--- src/rtl/osc_clock_map.vh ---
// Register map, field layout, reset values and timing constants of the clock block
`ifndef OSC_CLOCK_MAP_VH
`define OSC_CLOCK_MAP_VH
// Register byte offsets
`define TUNE_OFS 4'h0
`define CTRL_OFS 4'h4
`define CFG_OFS 4'h8
`define STAT_OFS 4'hC
// Tuning register fields
`define TUNE_LFS 7
`define TUNE_MEN 6
`define TUNE_FLD 5:0
`define TUNE_RST 8'h00
// Control register field
`define CTRL_FSEL 6:4
`define FSEL_RST 3'h6
`define FSEL_SLOW 3'h0
// Configuration register fields
`define CFG_MODE 2:0
`define CFG_CPS 4:3
`define CFG_PRE 7:5
`define CFG_MEN 8
`define CFG_CHOICE 9
`define CFG_PWRT 10
`define CFG_FAIL_SAFE_CLOCK_MONITOR 11
`define CFG_WDT 12
`define CFG_TWOSPD 13
`define CFG_RST 14'h0100
// Oscillator modes
`define MODE_INT 3'h0
`define MODE_INT_CO 3'h1
`define MODE_INT_M 3'h2
`define MODE_INT_M_CO 3'h3
`define MODE_HS 3'h4
`define MODE_HS_M 3'h5
`define MODE_EC 3'h6
`define MODE_EC_M 3'h7
// AXI responses
`define RESP_OK 2'h0
`define RESP_SLVERR 2'h2
// Rates: clock 200 MHz, fractions on a 16-bit phase accumulator
`define CLK_MHZ 200
`define FAST_STEP 16'hA3D
`define CORE48_STEP 16'h3D71
`define TUNE_SHIFT 3
`define TUNE_RATE 16'h4
// Times
`define LOCK_NS 2000
`define SETTLE_NS 1000
`define RC_KHZ 31
`define OST_TICKS 10'h3FF
`endif

--- src/rtl/osc_clock_ctrl.v ---
// Clock generation: postscalers, multipliers, internal sources and register slave
`timescale 1ns/100ps
`include "osc_clock_map.vh"
module osc_clock_ctrl #(
  parameter LOCK_CYCLES = (`LOCK_NS * `CLK_MHZ) / 1000,
  parameter RC_DIV = (`CLK_MHZ * 1000) / `RC_KHZ
) (
  input wire aclk, // System clock, 200 MHz
  input wire aresetn, // Synchronous reset, active low
  input wire [3:0] s_axi_awaddr, // Write address
  input wire s_axi_awvalid, // Write address valid
  output reg s_axi_awready, // Write address ready
  input wire [31:0] s_axi_wdata, // Write data
  input wire [3:0] s_axi_wstrb, // Write byte enables
  input wire s_axi_wvalid, // Write data valid
  output reg s_axi_wready, // Write data ready
  output reg [1:0] s_axi_bresp, // Write response
  output reg s_axi_bvalid, // Write response valid
  input wire s_axi_bready, // Write response ready
  input wire [3:0] s_axi_araddr, // Read address
  input wire s_axi_arvalid, // Read address valid
  output reg s_axi_arready, // Read address ready
  output reg [31:0] s_axi_rdata, // Read data
  output reg [1:0] s_axi_rresp, // Read response
  output reg s_axi_rvalid, // Read data valid
  input wire s_axi_rready, // Read data ready
  input wire oscillator_input_pin, // External clock or crystal input
  output reg oscillator_output_pin, // Divided clock out
  output reg oscillator_output_pin_oe, // Pin driven while high
  output reg core_tick, // One-cycle enable per core clock
  output reg slow_rc_run // Slow RC source running
);
  localparam SETTLE_CYCLES = (`SETTLE_NS * `CLK_MHZ) / 1000;

  // Divide-by-2^k mask of the fast-source postscaler
  function [7:0] ps_mask;
    input [2:0] sel;
    begin
      case (sel)
        3'h7: ps_mask = 8'h00;
        3'h6: ps_mask = 8'h01;
        3'h5: ps_mask = 8'h03;
        3'h4: ps_mask = 8'h07;
        3'h3: ps_mask = 8'h0F;
        3'h2: ps_mask = 8'h1F;
        3'h1: ps_mask = 8'h3F;
        default: ps_mask = 8'hFF;
      endcase
    end
  endfunction

  // Modes that may use a multiplier
  function mult_mode;
    input [2:0] m;
    begin
      mult_mode = (m == `MODE_INT_M) || (m == `MODE_INT_M_CO) ||
                  (m == `MODE_HS_M) || (m == `MODE_EC_M);
    end
  endfunction

  // Modes clocked by the internal sources, fast or slow RC
  function int_mode;
    input [2:0] m;
    begin
      int_mode = (m[2] == 1'b0);
    end
  endfunction

  // Registers
  reg [7:0] tuning_register;
  reg [2:0] internal_freq_select;
  reg [13:0] cfg;
  wire low_freq_source_select = tuning_register[`TUNE_LFS];
  wire multiplier_enable_bit = tuning_register[`TUNE_MEN];
  wire [5:0] tuning_field = tuning_register[`TUNE_FLD];
  wire [2:0] mode = cfg[`CFG_MODE];
  wire [1:0] core_postscale_select = cfg[`CFG_CPS];
  wire [2:0] prescale_select = cfg[`CFG_PRE];
  wire config_multiplier_enable = cfg[`CFG_MEN];
  wire multiplier_choice_bit = cfg[`CFG_CHOICE];
  wire ext_mode = (mode == `MODE_EC) || (mode == `MODE_EC_M);
  wire hs_mode = (mode == `MODE_HS) || (mode == `MODE_HS_M);

  // Pin synchroniser; edge detect reads only the second and third stages
  reg osc_s1, osc_s2, osc_s3;
  always @(posedge aclk) begin
    if (!aresetn) begin
      osc_s1 <= 1'b0;
      osc_s2 <= 1'b0;
      osc_s3 <= 1'b0;
    end else begin
      osc_s1 <= oscillator_input_pin;
      osc_s2 <= osc_s1;
      osc_s3 <= osc_s2;
    end
  end
  wire osc_tick = osc_s2 & ~osc_s3;

  // Fast source: signed tuning offsets the phase step, slewing gradually
  wire [15:0] tune_off = {{(10 - `TUNE_SHIFT){tuning_field[5]}}, tuning_field,
                          {`TUNE_SHIFT{1'b0}}};
  wire [15:0] fast_target = `FAST_STEP + tune_off;
  reg [15:0] fast_step, fast_acc;
  wire [16:0] fast_sum = {1'b0, fast_acc} + {1'b0, fast_step};
  wire fast_tick = fast_sum[16];
  // Slew bounded by TUNE_RATE so the full range settles within SETTLE_CYCLES;
  // no completion flag exists, software cannot observe the end of the shift
  always @(posedge aclk) begin
    if (!aresetn) begin
      fast_step <= `FAST_STEP;
      fast_acc <= 16'h0000;
    end else begin
      fast_acc <= fast_sum[15:0];
      if ($signed(fast_target - fast_step) > $signed(`TUNE_RATE))
        fast_step <= fast_step + `TUNE_RATE;
      else if ($signed(fast_step - fast_target) > $signed(`TUNE_RATE))
        fast_step <= fast_step - `TUNE_RATE;
      else
        fast_step <= fast_target;
    end
  end

  // Slow RC source runs when it clocks an internal mode without multiplier, or when a feature needs it
  wire rc_selected = int_mode(mode) && !mult_mode(mode) &&
                     internal_freq_select == `FSEL_SLOW && !low_freq_source_select;
  wire next_rc_run = rc_selected | cfg[`CFG_PWRT] | cfg[`CFG_FAIL_SAFE_CLOCK_MONITOR] |
                     cfg[`CFG_WDT] | cfg[`CFG_TWOSPD];
  reg [15:0] rc_cnt;
  wire rc_tick = slow_rc_run && (rc_cnt == RC_DIV[15:0] - 16'h1);
  always @(posedge aclk) begin
    if (!aresetn) begin
      slow_rc_run <= 1'b0;
      rc_cnt <= 16'h0000;
    end else begin
      slow_rc_run <= next_rc_run;
      if (!slow_rc_run || rc_tick)
        rc_cnt <= 16'h0000;
      else
        rc_cnt <= rc_cnt + 16'h1;
    end
  end

  // Fast-source postscaler and frequency select
  reg [7:0] ps_cnt;
  wire [7:0] mask = ps_mask(internal_freq_select);
  wire ps_tick = fast_tick && ((ps_cnt & mask) == mask);
  wire slow_tick = low_freq_source_select ? ps_tick : rc_tick;
  wire intclk_tick = (internal_freq_select == `FSEL_SLOW) ? slow_tick
                                                        : ps_tick;
  always @(posedge aclk) begin
    if (!aresetn)
      ps_cnt <= 8'h00;
    else if (fast_tick)
      ps_cnt <= ps_cnt + 8'h1;
  end

  // Crystal start-up wait; external clock modes skip it
  reg [9:0] ost_cnt;
  wire ost_done = (ost_cnt == `OST_TICKS);
  always @(posedge aclk) begin
    if (!aresetn)
      ost_cnt <= 10'h000;
    else if (hs_mode && osc_tick && !ost_done)
      ost_cnt <= ost_cnt + 10'h1;
  end
  wire primary_ready = ext_mode || int_mode(mode) || ost_done;
  wire prim_tick = int_mode(mode) ? intclk_tick : (osc_tick & primary_ready);

  // Core postscaler on the primary clock
  reg [2:0] cps_cnt;
  wire [2:0] cps_last = (core_postscale_select == 2'h0) ? 3'h0 :
                        (core_postscale_select == 2'h1) ? 3'h1 :
                        (core_postscale_select == 2'h2) ? 3'h2 : 3'h5;
  wire cps_tick = prim_tick && (cps_cnt >= cps_last);

  // Multiplier enable; a cleared config enable forces it on in multiplier modes, the bit cannot turn it off
  wire mult_on = mult_mode(mode) &&
                 (multiplier_enable_bit || !config_multiplier_enable);

  // Input prescaler of the fixed multiplier: 4,8,12,16,20,24,40,48 MHz to 4 MHz
  reg [3:0] pre_cnt;
  wire [3:0] pre_last = (prescale_select == 3'h6) ? 4'h9 :
                        (prescale_select == 3'h7) ? 4'hB :
                        {1'b0, prescale_select};
  wire pre_tick = prim_tick && (pre_cnt >= pre_last);
  wire mult_in = multiplier_choice_bit ? prim_tick : pre_tick;

  // Lock delay: counted from the first input edge after enable
  reg seen_in, mult_locked;
  reg [15:0] lock_cnt;
  always @(posedge aclk) begin
    if (!aresetn || !mult_on) begin
      seen_in <= 1'b0;
      mult_locked <= 1'b0;
      lock_cnt <= 16'h0000;
    end else begin
      if (mult_in)
        seen_in <= 1'b1;
      if (seen_in && !mult_locked) begin
        if (lock_cnt == LOCK_CYCLES[15:0] - 16'h1)
          mult_locked <= 1'b1;
        else
          lock_cnt <= lock_cnt + 16'h1;
      end
    end
  end

  // Fixed loop: 96 MHz reference halved, modelled as a 48 MHz phase step
  reg [15:0] fix_acc;
  wire [16:0] fix_sum = {1'b0, fix_acc} + {1'b0, `CORE48_STEP};
  wire fix_tick = mult_locked && fix_sum[16];

  // 4x loop: measure input period, tick every quarter of it
  reg [15:0] per_cnt, quarter, q_cnt;
  // Counter holds period minus one at the input edge, so add it back
  wire [15:0] per_len = per_cnt + 16'h1;
  wire q_tick = mult_locked && (q_cnt + 16'h1 >= quarter);
  wire mult_tick = multiplier_choice_bit ? q_tick : fix_tick;
  always @(posedge aclk) begin
    if (!aresetn) begin
      cps_cnt <= 3'h0;
      pre_cnt <= 4'h0;
      fix_acc <= 16'h0000;
      per_cnt <= 16'h0000;
      quarter <= 16'h0001;
      q_cnt <= 16'h0000;
    end else begin
      if (prim_tick)
        cps_cnt <= cps_tick ? 3'h0 : cps_cnt + 3'h1;
      if (prim_tick)
        pre_cnt <= pre_tick ? 4'h0 : pre_cnt + 4'h1;
      fix_acc <= mult_locked ? fix_sum[15:0] : 16'h0000;
      if (mult_in) begin
        per_cnt <= 16'h0000;
        quarter <= (per_len[15:2] == 14'h0) ? 16'h0001
                                             : {2'b00, per_len[15:2]};
      end else if (per_cnt != 16'hFFFE) begin
        per_cnt <= per_cnt + 16'h1;
      end
      q_cnt <= (q_tick || !mult_locked) ? 16'h0000 : q_cnt + 16'h1;
    end
  end

  // Handover only where the old clock starts a fresh period, so no runt pulse
  reg on_mult;
  wire handover = mult_locked && !on_mult && cps_cnt == 3'h0 && !prim_tick;
  wire next_core_tick = on_mult ? mult_tick : cps_tick;
  always @(posedge aclk) begin
    if (!aresetn) begin
      on_mult <= 1'b0;
      core_tick <= 1'b0;
    end else begin
      if (!mult_locked)
        on_mult <= 1'b0;
      else if (handover)
        on_mult <= 1'b1;
      core_tick <= next_core_tick;
    end
  end

  // Divide-by-4 clock output on the second oscillator pin
  reg [1:0] co_cnt;
  reg co_src;
  always @(*) begin
    case (mode)
      `MODE_EC: co_src = osc_tick;
      `MODE_EC_M: co_src = on_mult ? mult_tick : osc_tick;
      `MODE_INT_CO, `MODE_INT_M_CO: co_src = next_core_tick;
      default: co_src = 1'b0;
    endcase
  end
  always @(posedge aclk) begin
    if (!aresetn) begin
      co_cnt <= 2'h0;
      oscillator_output_pin <= 1'b0;
      oscillator_output_pin_oe <= 1'b0;
    end else begin
      if (co_src)
        co_cnt <= co_cnt + 2'h1;
      oscillator_output_pin <= co_cnt[1];
      oscillator_output_pin_oe <= ext_mode || mode == `MODE_INT_CO ||
                                  mode == `MODE_INT_M_CO;
    end
  end

  // AXI4-Lite write: address and data taken in either order, then response
  reg [3:0] wr_addr;
  reg [31:0] wr_data;
  reg [3:0] wr_strb;
  reg have_aw, have_w;
  wire wr_go = have_aw && have_w && !s_axi_bvalid;
  wire wr_hit = wr_addr == `TUNE_OFS || wr_addr == `CTRL_OFS ||
                wr_addr == `CFG_OFS || wr_addr == `STAT_OFS;
  always @(posedge aclk) begin
    if (!aresetn) begin
      have_aw <= 1'b0;
      have_w <= 1'b0;
      wr_addr <= 4'h0;
      wr_data <= 32'h0;
      wr_strb <= 4'h0;
      s_axi_awready <= 1'b0;
      s_axi_wready <= 1'b0;
      s_axi_bvalid <= 1'b0;
      s_axi_bresp <= `RESP_OK;
      tuning_register <= `TUNE_RST;
      internal_freq_select <= `FSEL_RST;
      cfg <= `CFG_RST;
    end else begin
      s_axi_awready <= !have_aw && !s_axi_awready && s_axi_awvalid;
      s_axi_wready <= !have_w && !s_axi_wready && s_axi_wvalid;
      if (s_axi_awvalid && s_axi_awready) begin
        have_aw <= 1'b1;
        wr_addr <= {s_axi_awaddr[3:2], 2'b00};
      end
      if (s_axi_wvalid && s_axi_wready) begin
        have_w <= 1'b1;
        wr_data <= s_axi_wdata;
        wr_strb <= s_axi_wstrb;
      end
      if (wr_go) begin
        have_aw <= 1'b0;
        have_w <= 1'b0;
        s_axi_bvalid <= 1'b1;
        s_axi_bresp <= wr_hit ? `RESP_OK : `RESP_SLVERR;
        // A tuning write starts a gradual frequency shift; the core keeps running
        if (wr_addr == `TUNE_OFS && wr_strb[0])
          tuning_register <= wr_data[7:0];
        if (wr_addr == `CTRL_OFS && wr_strb[0])
          internal_freq_select <= wr_data[`CTRL_FSEL];
        if (wr_addr == `CFG_OFS && wr_strb[0])
          cfg[7:0] <= wr_data[7:0];
        if (wr_addr == `CFG_OFS && wr_strb[1])
          cfg[13:8] <= wr_data[13:8];
      end else if (s_axi_bvalid && s_axi_bready) begin
        s_axi_bvalid <= 1'b0;
      end
    end
  end

  // AXI4-Lite read: one outstanding, status shows live clock state
  always @(posedge aclk) begin
    if (!aresetn) begin
      s_axi_arready <= 1'b0;
      s_axi_rvalid <= 1'b0;
      s_axi_rdata <= 32'h0;
      s_axi_rresp <= `RESP_OK;
    end else begin
      s_axi_arready <= !s_axi_rvalid && !s_axi_arready && s_axi_arvalid;
      if (s_axi_arvalid && s_axi_arready) begin
        s_axi_rvalid <= 1'b1;
        s_axi_rresp <= `RESP_OK;
        case ({s_axi_araddr[3:2], 2'b00})
          `TUNE_OFS: s_axi_rdata <= {24'h0, tuning_register};
          `CTRL_OFS: s_axi_rdata <= {25'h0, internal_freq_select, 4'h0};
          `CFG_OFS: s_axi_rdata <= {18'h0, cfg};
          `STAT_OFS: s_axi_rdata <= {27'h0, slow_rc_run, on_mult, mult_locked,
                                     mult_on, primary_ready};
          default: begin
            s_axi_rdata <= 32'h0;
            s_axi_rresp <= `RESP_SLVERR;
          end
        endcase
      end else if (s_axi_rvalid && s_axi_rready) begin
        s_axi_rvalid <= 1'b0;
      end
    end
  end
endmodule

--- config.mk ---
export PLATFORM = sky130hd
export DESIGN_NAME = osc_clock_ctrl
export DESIGN_NICKNAME = d
export VERILOG_FILES = /design/src/rtl/osc_clock_ctrl.v
export VERILOG_INCLUDE_DIRS = /design/src /design/src/rtl
export SDC_FILE = /design/constraint.sdc
export NUM_CORES = 1
export LEC_CHECK = 0
export ABC_AREA = 1
export BUFFER_PORTS_ARGS = -buffer_cell sky130_fd_sc_hd__buf_4
export CAP_MARGIN = 20
export CORE_MARGIN = 2
export CORE_UTILIZATION = 24
export CTS_BUF_LIST = sky130_fd_sc_hd__clkbuf_16
export DETAILED_ROUTE_END_ITERATION = 10
export SYNTH_ARGS = -nofsm -noshare
export SYNTH_HDL_FRONTEND = slang
export SYNTH_SLANG_ARGS = --single-unit
--- constraint.sdc ---
create_clock -name aclk -period 3.4 [get_ports aclk]
set_input_delay 0.17 -clock aclk [delete_from_list [all_inputs] [get_ports aclk]]
set_output_delay 0.17 -clock aclk [all_outputs]
set_load 0.03 [all_outputs]
==> results of run 1 <==
-- final cells by class --
cell class / count / area (sq um)
clock buffer: 25 / 626
timing repair buffer: 88 / 746
inverter: 255 / 968
tap: 672 / 841
sequential: 227 / 4540
multi-input combinational: 1203 / 6500
clock inverter: 21 / 265
fill: 5454 / 35800
-- sequential cells by signal (all words and copies together) (netlist names), 15 cells and up --
register	flops
fast_acc	16
fix_acc	16
lock_cnt	16
per_cnt	16
q_cnt	16
rc_cnt	16
fast_step	15
-- what timing repair did --
action,4_1_cts,5_1_grt
endpoints found under the setup margin,0,14
hold buffers,24,0
resized for setup,0,8
buffers inserted,0,1
endpoints found under the hold margin,25,0
-- per-stage QoR --
| step | power [uW] | setup TNS [ps] | cell area (sq um) |
|---|---|---|---|
| 6_report | 8410 | 0 | 14500 |
| 5_1_grt | 8970 | -19.8 | 14500 |
| 4_1_cts | 8490 | 0 | 14400 |
| 3_5_place_dp | 5510 | 0 | 13300 |
| 3_3_place_gp | 5480 | 0 | 13300 |
| 2_1_floorplan | 4920 | 0 | 12300 |
-- power by group through the flow --
stage               combinational (uW)  clock (uW)  sequential (uW)
finish                            2560        2920             2940
global route                      2900        3110             2960
CTS                               2550        3000             2940
detailed placement                2520           0             3000
global placement                  2490           0             2990
floorplan                         1940           0             2980
-- how the worst max path moves through the flow --
stage / slack, ps / endpoint / start / cells after the start
after floorplan: 600 / fast_step[10] / tuning_register[0] / 24
after global placement: 220 / fast_step[10] / tuning_register[1] / 23
after detailed placement: 210 / fast_step[10] / tuning_register[1] / 23
after CTS: 190 / fast_step[10] / tuning_register[1] / 23
after global routing: -20 / fast_step[10] / tuning_register[0] / 18
final: 260 / fast_step[10] / tuning_register[0] / 16
-- kinds of logic after synthesis --
logic type | count (synthesis)
AO/OA/AOI/OAI | 317
buffers and inverters | 312
adder cells (fa/ha/maj) | 66
AND/OR/NAND/NOR | 745
XOR/XNOR | 52
flip-flops | 227
other | 1
-- synth_stat cells (5+ instances only) --
| cell | instances | share of area, % |
|---|---|---|
| clkbuf_1 | 20 | 0.61 |
| xor2_1 | 39 | 2.8 |
| a31oi_1 | 9 | 0.46 |
| dfxtp_1 | 227 | 37 |
| o21ai_0 | 103 | 4.2 |
| and3_1 | 5 | 0.26 |
| nand2_2 | 10 | 0.51 |
| inv_2 | 6 | 0.18 |
| buf_4 | 22 | 1.4 |
| nor2_1 | 213 | 6.5 |
| nand2_1 | 292 | 9.0 |
| nand3_1 | 97 | 4.0 |
| nor3_1 | 54 | 2.2 |
| or2_2 | 7 | 0.36 |
| o21ai_1 | 12 | 0.49 |
| ha_1 | 66 | 6.8 |
| a21oi_1 | 144 | 5.9 |
| o211ai_1 | 5 | 0.31 |
| buf_2 | 8 | 0.33 |
| o21bai_1 | 6 | 0.37 |
| nor3b_1 | 8 | 0.49 |
| inv_1 | 241 | 7.4 |
| nand4_1 | 28 | 1.4 |
| a21oi_2 | 7 | 0.50 |
| nor4_1 | 8 | 0.41 |
| xnor2_1 | 12 | 0.86 |
-- worst max-delay path: cells and delay by family (launching register included) --
kind            cells  cell delay (ps)
fa+ha+maj           1              390
compound gates      2              430
xor+xnor            2              640
flops               1              330
simple gates        9             1090
buf+inv             2              200
-- per-layer routing --
layer  part of all wire (%)  GRT usage [%]  vias up
met5                  0.028              0        -
met4                    2.0           3.17        2
met3                    4.7           2.01       40
met2                     46           18.3      200
met1                     47           13.6     4910
li1                       -              -     5725
==> impl_metrics.py, run 1 <==
metrics = {
    "power": {
        "p_sw_uw": 2890,
        "powerDensity_mw_per_mm2": 581,
        "power_frac_comb_pct": 30.4,
        "p_sw_share_pct": 34.4,
        "worst_ir_drop_vdd_mv": 0.377,
        "leakage_uw": 0.00613,
        "pwr-share-seq_pct": 34.9,
        "internal_power_uw": 5520,
        "p_clk_share_pct": 34.7,
    },
    "yosys": {
        "ys_warn_count": 0,
        "synth_xor_area_share_pct": 3.88,
        "synth_edf_count": 0,
        "synthSimpleGateAreaFrac_pct": 27.1,
        "synth_cells": 1720,
        "ys_seq_elements": 227,
        "synth_compound_area_share_pct": 14.3,
        "synthFlopType": "dfxtp_1",
        "ys_seq_area_share_pct": 37.2,
        "synth-adder-area-share_pct": 6.75,
        "synth_cell_types": 62,
        "synth_async_sr_flop_share_pct": 0,
        "synth_top_family_by_area": "simple AND/OR/NAND/NOR gates",
        "syn_area_sq_mm": 0.0122,
        "syn_avg_cell_area_sq_um": 7.11,
        "synthMuxAreaShare_pct": 0,
    },
    "drt": {
        "wl_per_cell_um": 11.4,
        "drtAntennaViolNets": 0,
        "first_iter_violations": 554,
        "routed_wl_mm": 28.5,
        "dr.pass1.iters": 5,
        "via_per_inst": 4.37,
        "vias": 10900,
        "route.detailed.drc": 0,
    },
    "sta": {
        "worst_hold_slack_ps": 41.9,
        "rsz0062_at_grt": "yes",
        "skew_ps": 13.3,
        "relSlewSlack_pct": 49.5,
        "fin_ws_ps": 263,
        "finalHoldViolations": 0,
        "tightest_slew_ps": 751,
        "fmax_mhz": 319,
        "finalCritPeriodShare_pct": 92.3,
        "slew_viol_final": 0,
        "finalCriticalPeriod_ps": 3140,
        "setup_viol": 0,
    },
    "hold_path": {
        "holdPathEnd": "s_axi_rdata[6]",
        "holdCritStartpoint": "s_axi_araddr[3]",
        "hold_depth": 6,
        "hold_path.class": "in -> reg",
    },
    "die": {
        "io_pins": 97,
        "die-area_sq_mm": 0.0528,
        "die_h_um": 230,
        "design.core.area_sq_mm": 0.0503,
        "initial_utilization_pct": 24.3,
        "die_w_um": 230,
        "placementRows": 82,
    },
    "final_layout": {
        "fin_util_pct": 28.8,
        "area_delta_synth_final_pct": 18.5,
        "final_cell_count_no_fill": 2491,
        "drive_above_1_share_pct": 9.40,
        "nets": 1918,
        "mostFrequentLayoutCell": "nand2_1",
        "insertedDiodeCount": 0,
        "final_cell_mix": "nand2_1, inv_1, dfxtp_1",
    },
    "clock_tree": {
        "insertion_delay_ps": 540,
        "ctsHtreeMaxLevel": 1,
        "cts_buffer_depth": 3,
        "cts.sink_count": 227,
        "cts_tree": "built",
        "root_buffer": "clkbuf_16",
        "cts_buffers": 25,
        "clk_pin_slew_ps": 70,
    },
    "worst_setup_path": {
        "critPathMaxStageDelay_ps": 390,
        "cp.arrival_ps": 3600,
        "cp_slowest_cell": "ha_1",
        "cp_max_fo": 8,
        "r2r-start": "tuning_register[0]",
        "worstPathRequired_ps": 3870,
        "startpoint_type": "flip-flop",
        "cp_cell_sequence": "inv_1, buf_4, nand2_1, xor2_1, ha_1, a21oi_1, nand3_1, a21boi_0, nand2_1, nand2_1, nand2_2, xor2_4, nand2_4, nand2_2, nand2_1, nor2_1",
        "r2r_slack_ps": 260,
        "crit_type": "reg -> reg",
        "cpMostUsedCell": "nand2_1",
        "end_kind": "flip-flop",
        "rr_worst_depth": 16,
        "r2r_end": "fast_step[10]",
    },
    "global_routing": {
        "grt_max_degree": 84,
        "grt_pass1_vias": 10400,
        "track_usage_pct": 10.7,
        "antenna_found_initial": 1,
        "grt_overflow": 0,
        "grt_pass1_wl_mm": 48.2,
    },
    "place": {
        "gp_congestion": 0.824,
        "placed_cells_incl_taps": 2420,
        "portBuffers": 51,
        "pre_cts_slack_ps": 207,
        "dp_hpwl_mm": 21.2,
    },
    "flow_run": {
        "drv_cap": 0,
    },
    "outcome": {
        "outcome": "completed",
    },
}
(Power assumes the default switching activity.)
==> inputs of run 2 (changes only) <==
Settings changed: ABC_AREA 1 to unset.
==> impl_metrics.py, run 2 <==
metrics = {
    "outcome": {
        "outcome": "completed",
    },
    "worst_setup_path": {
        "worstPathRequired_ps": 3780,
        "startpoint_type": "flip-flop",
        "cp_slowest_cell": "a211o_4",
        "cp.arrival_ps": 3690,
        "end_kind": "flip-flop",
        "cp_max_fo": 7,
        "critical_path_buf_inv_count": 4,
        "critPathMaxStageDelay_ps": 370,
        "crit_type": "reg -> reg",
        "cp_cell_sequence": "inv_1, ha_4, buf_4, xor2_4, ha_4, o21a_1, a211o_4, a2111oi_4, mux2_4, a32oi_2, nor3_4, buf_6, o21ai_1, buf_4, a2bb2o_4, o31ai_2",
        "critPathTopFamily": "compound AO/OA/AOI/OAI gates",
    },
    "clock_tree": {
        "cts_buffers": 25,
        "clk_pin_slew_ps": 60,
        "cts_tree": "built",
        "cts_buffer_depth": 3,
        "ctsHtreeMaxLevel": 1,
        "insertion_delay_ps": 520,
        "root_buffer": "clkbuf_16",
        "cts.sink_count": 227,
    },
    "die": {
        "io_pins": 97,
        "die_w_um": 227,
        "design.core.area_sq_mm": 0.0490,
        "die_h_um": 227,
        "initial_utilization_pct": 24.3,
        "placementRows": 81,
        "die-area_sq_mm": 0.0514,
    },
    "drt": {
        "dr.pass1.iters": 5,
        "top_layer": "met4",
        "routed_wl_mm": 29.4,
        "route.detailed.drc": 0,
        "vias": 10000,
        "dr_wl_met2_mm": 13.6,
        "wl_met1_mm": 14.1,
        "drtAntennaViolNets": 0,
        "first_iter_violations": 610,
        "wl_met3_mm": 1.20,
        "wl_per_cell_um": 13.3,
        "via_per_inst": 4.53,
    },
    "yosys": {
        "syn_area_sq_mm": 0.0119,
        "yosys.area.top_type": "dfxtp_1",
        "synth_edf_count": 0,
        "synth_cells": 1411,
        "ys_warn_count": 0,
        "synthFlopType": "dfxtp_1",
        "synth_top_area_share_pct": 38.2,
        "ys_top_cells_by_count": "dfxtp_1, nor2_1, nand2_1",
        "ys_seq_elements": 227,
        "synth_async_sr_flop_share_pct": 0,
        "yosysMostFrequentCell": "dfxtp_1",
        "synthTopCellsByArea": "dfxtp_1, ha_1, nor2_1, xor2_1, xnor2_1",
        "synth_cell_types": 85,
        "syn_avg_cell_area_sq_um": 8.44,
        "ys_seq_area_share_pct": 38.2,
    },
    "power": {
        "powerDensity_mw_per_mm2": 555,
        "worst_ir_drop_vdd_mv": 0.317,
        "leakage_uw": 0.00567,
    },
    "sta": {
        "rsz0062_at_grt": "yes",
        "setup_viol": 0,
        "slew_viol_final": 0,
        "finalCritPeriodShare_pct": 97.2,
        "finalSetupTns_ps": 0,
        "finalHoldViolations": 0,
        "skew_ps": 16.1,
        "tightest_slew_ps": 772,
        "worst_hold_slack_ps": 57.6,
        "finalCriticalPeriod_ps": 3300,
        "fmax_mhz": 303,
        "relSlewSlack_pct": 48.4,
    },
    "place": {
        "dp_hpwl_mm": 20.9,
        "portBuffers": 51,
        "gp_congestion": 0.856,
    },
    "final_layout": {
        "nets": 1645,
        "nFillCells": 5108,
        "area_delta_synth_final_pct": 23.6,
        "insertedDiodeCount": 0,
        "drive_above_1_share_pct": 14.8,
        "final_cell_mix": "dfxtp_1, nor2_1, buf_4",
        "mostFrequentLayoutCell": "dfxtp_1",
    },
    "global_routing": {
        "antenna_found_initial": 0,
        "grt_pass1_wl_mm": 48.2,
        "track_usage_pct": 11.3,
        "grt_max_degree": 95,
        "grt_overflow": 0,
        "grt_pass1_vias": 9747,
    },
    "hold_path": {
        "hold_path.class": "in -> reg",
    },
    "flow_run": {
        "drv_cap": 0,
    },
}
run 2: cell count changes after synthesis, sizes merged, moves of 41 or more:
cell / change
nand3: -43
nand2: -191
mux2i: +43
o21ai: -68
xnor2: +41
a21oi: -68
inv: -192
run 2: cell type report:
type / count / area, sq um / area share [%]
clock inverters: 21 / 181 / 1.23
well taps: 664 / 831 / 5.65
inverters: 59 / 225 / 1.53
multi-input cells: 1066 / 7100 / 48.2
flip-flops and latches: 227 / 4550 / 30.9
clock buffers: 25 / 626 / 4.25
repair buffers: 148 / 1200 / 8.17
run 2: power by group:
group	internal, uW	switching, uW	leakage [uW]
combinational	1230	1380	0.00341
clock	1570	1130	0.000419
sequential	2780	75.4	0.00184
total	5580	2580	0.00567
run 2: worst paths after layout:
kind                            depth (start not counted)                from        endpoint  slack (ps)
worst min register to register                          2          wr_data[8]      wr_data[8]         460
worst max-delay path                                   16  tuning_register[0]    fast_step[5]         100
worst min-delay path                                    3     s_axi_araddr[2]  s_axi_rdata[0]          60
worst max register to register                         16  tuning_register[0]    fast_step[5]         100
run 2: worst min-delay path, delay by kind of cell:
family / cells / cell delay (ps)
buffers and inverters: 1 / 180
AO/OA/AOI/OAI: 1 / 90
AND/OR/NAND/NOR: 1 / 90
run 2: cells by family after synthesis:
kind of cell / after synthesis / synth area share [%]
buf+inv: 140 / 5.41
xor+xnor: 114 / 8.39
flops: 227 / 38.2
mux: 46 / 3.99
compound gates: 250 / 13.9
simple gates: 567 / 23.2
fa+ha+maj: 66 / 6.94
other cells: 1 / 0.0315
run 2: metrics by stage:
step | setup slack [ps] | area [sq um] | util, % | instances | total power (uW)
2_1_floorplan | 85.1 | 12000 | - | 1433 | 4550
3_3_place_gp | -90.1 | 13300 | 27.1 | 2132 | 5180
3_5_place_dp | -106 | 13300 | 27.1 | 2132 | 5210
4_1_cts | 16.0 | 14400 | 29.5 | 2204 | 8000
5_1_grt | -70.9 | 14700 | 30.1 | 2210 | 8590
6_report | 96.8 | 14700 | 30.1 | 2210 | 8170
run 2: repair_timing:
item	4_1_cts	5_1_grt
endpoints found under the hold margin	27	0
pin swaps	4	25
endpoints found under the setup margin	12	16
resized for setup	14	46
hold buffers	26	0
setup buffers	0	6
run 2: per-layer routing:
layer / vias to the layer above / track usage, %
met5: - / 0
met4: 0 / 2.76
met3: 39 / 2.02
met2: 121 / 18.9
met1: 4750 / 15.0
li1: 5108 / -
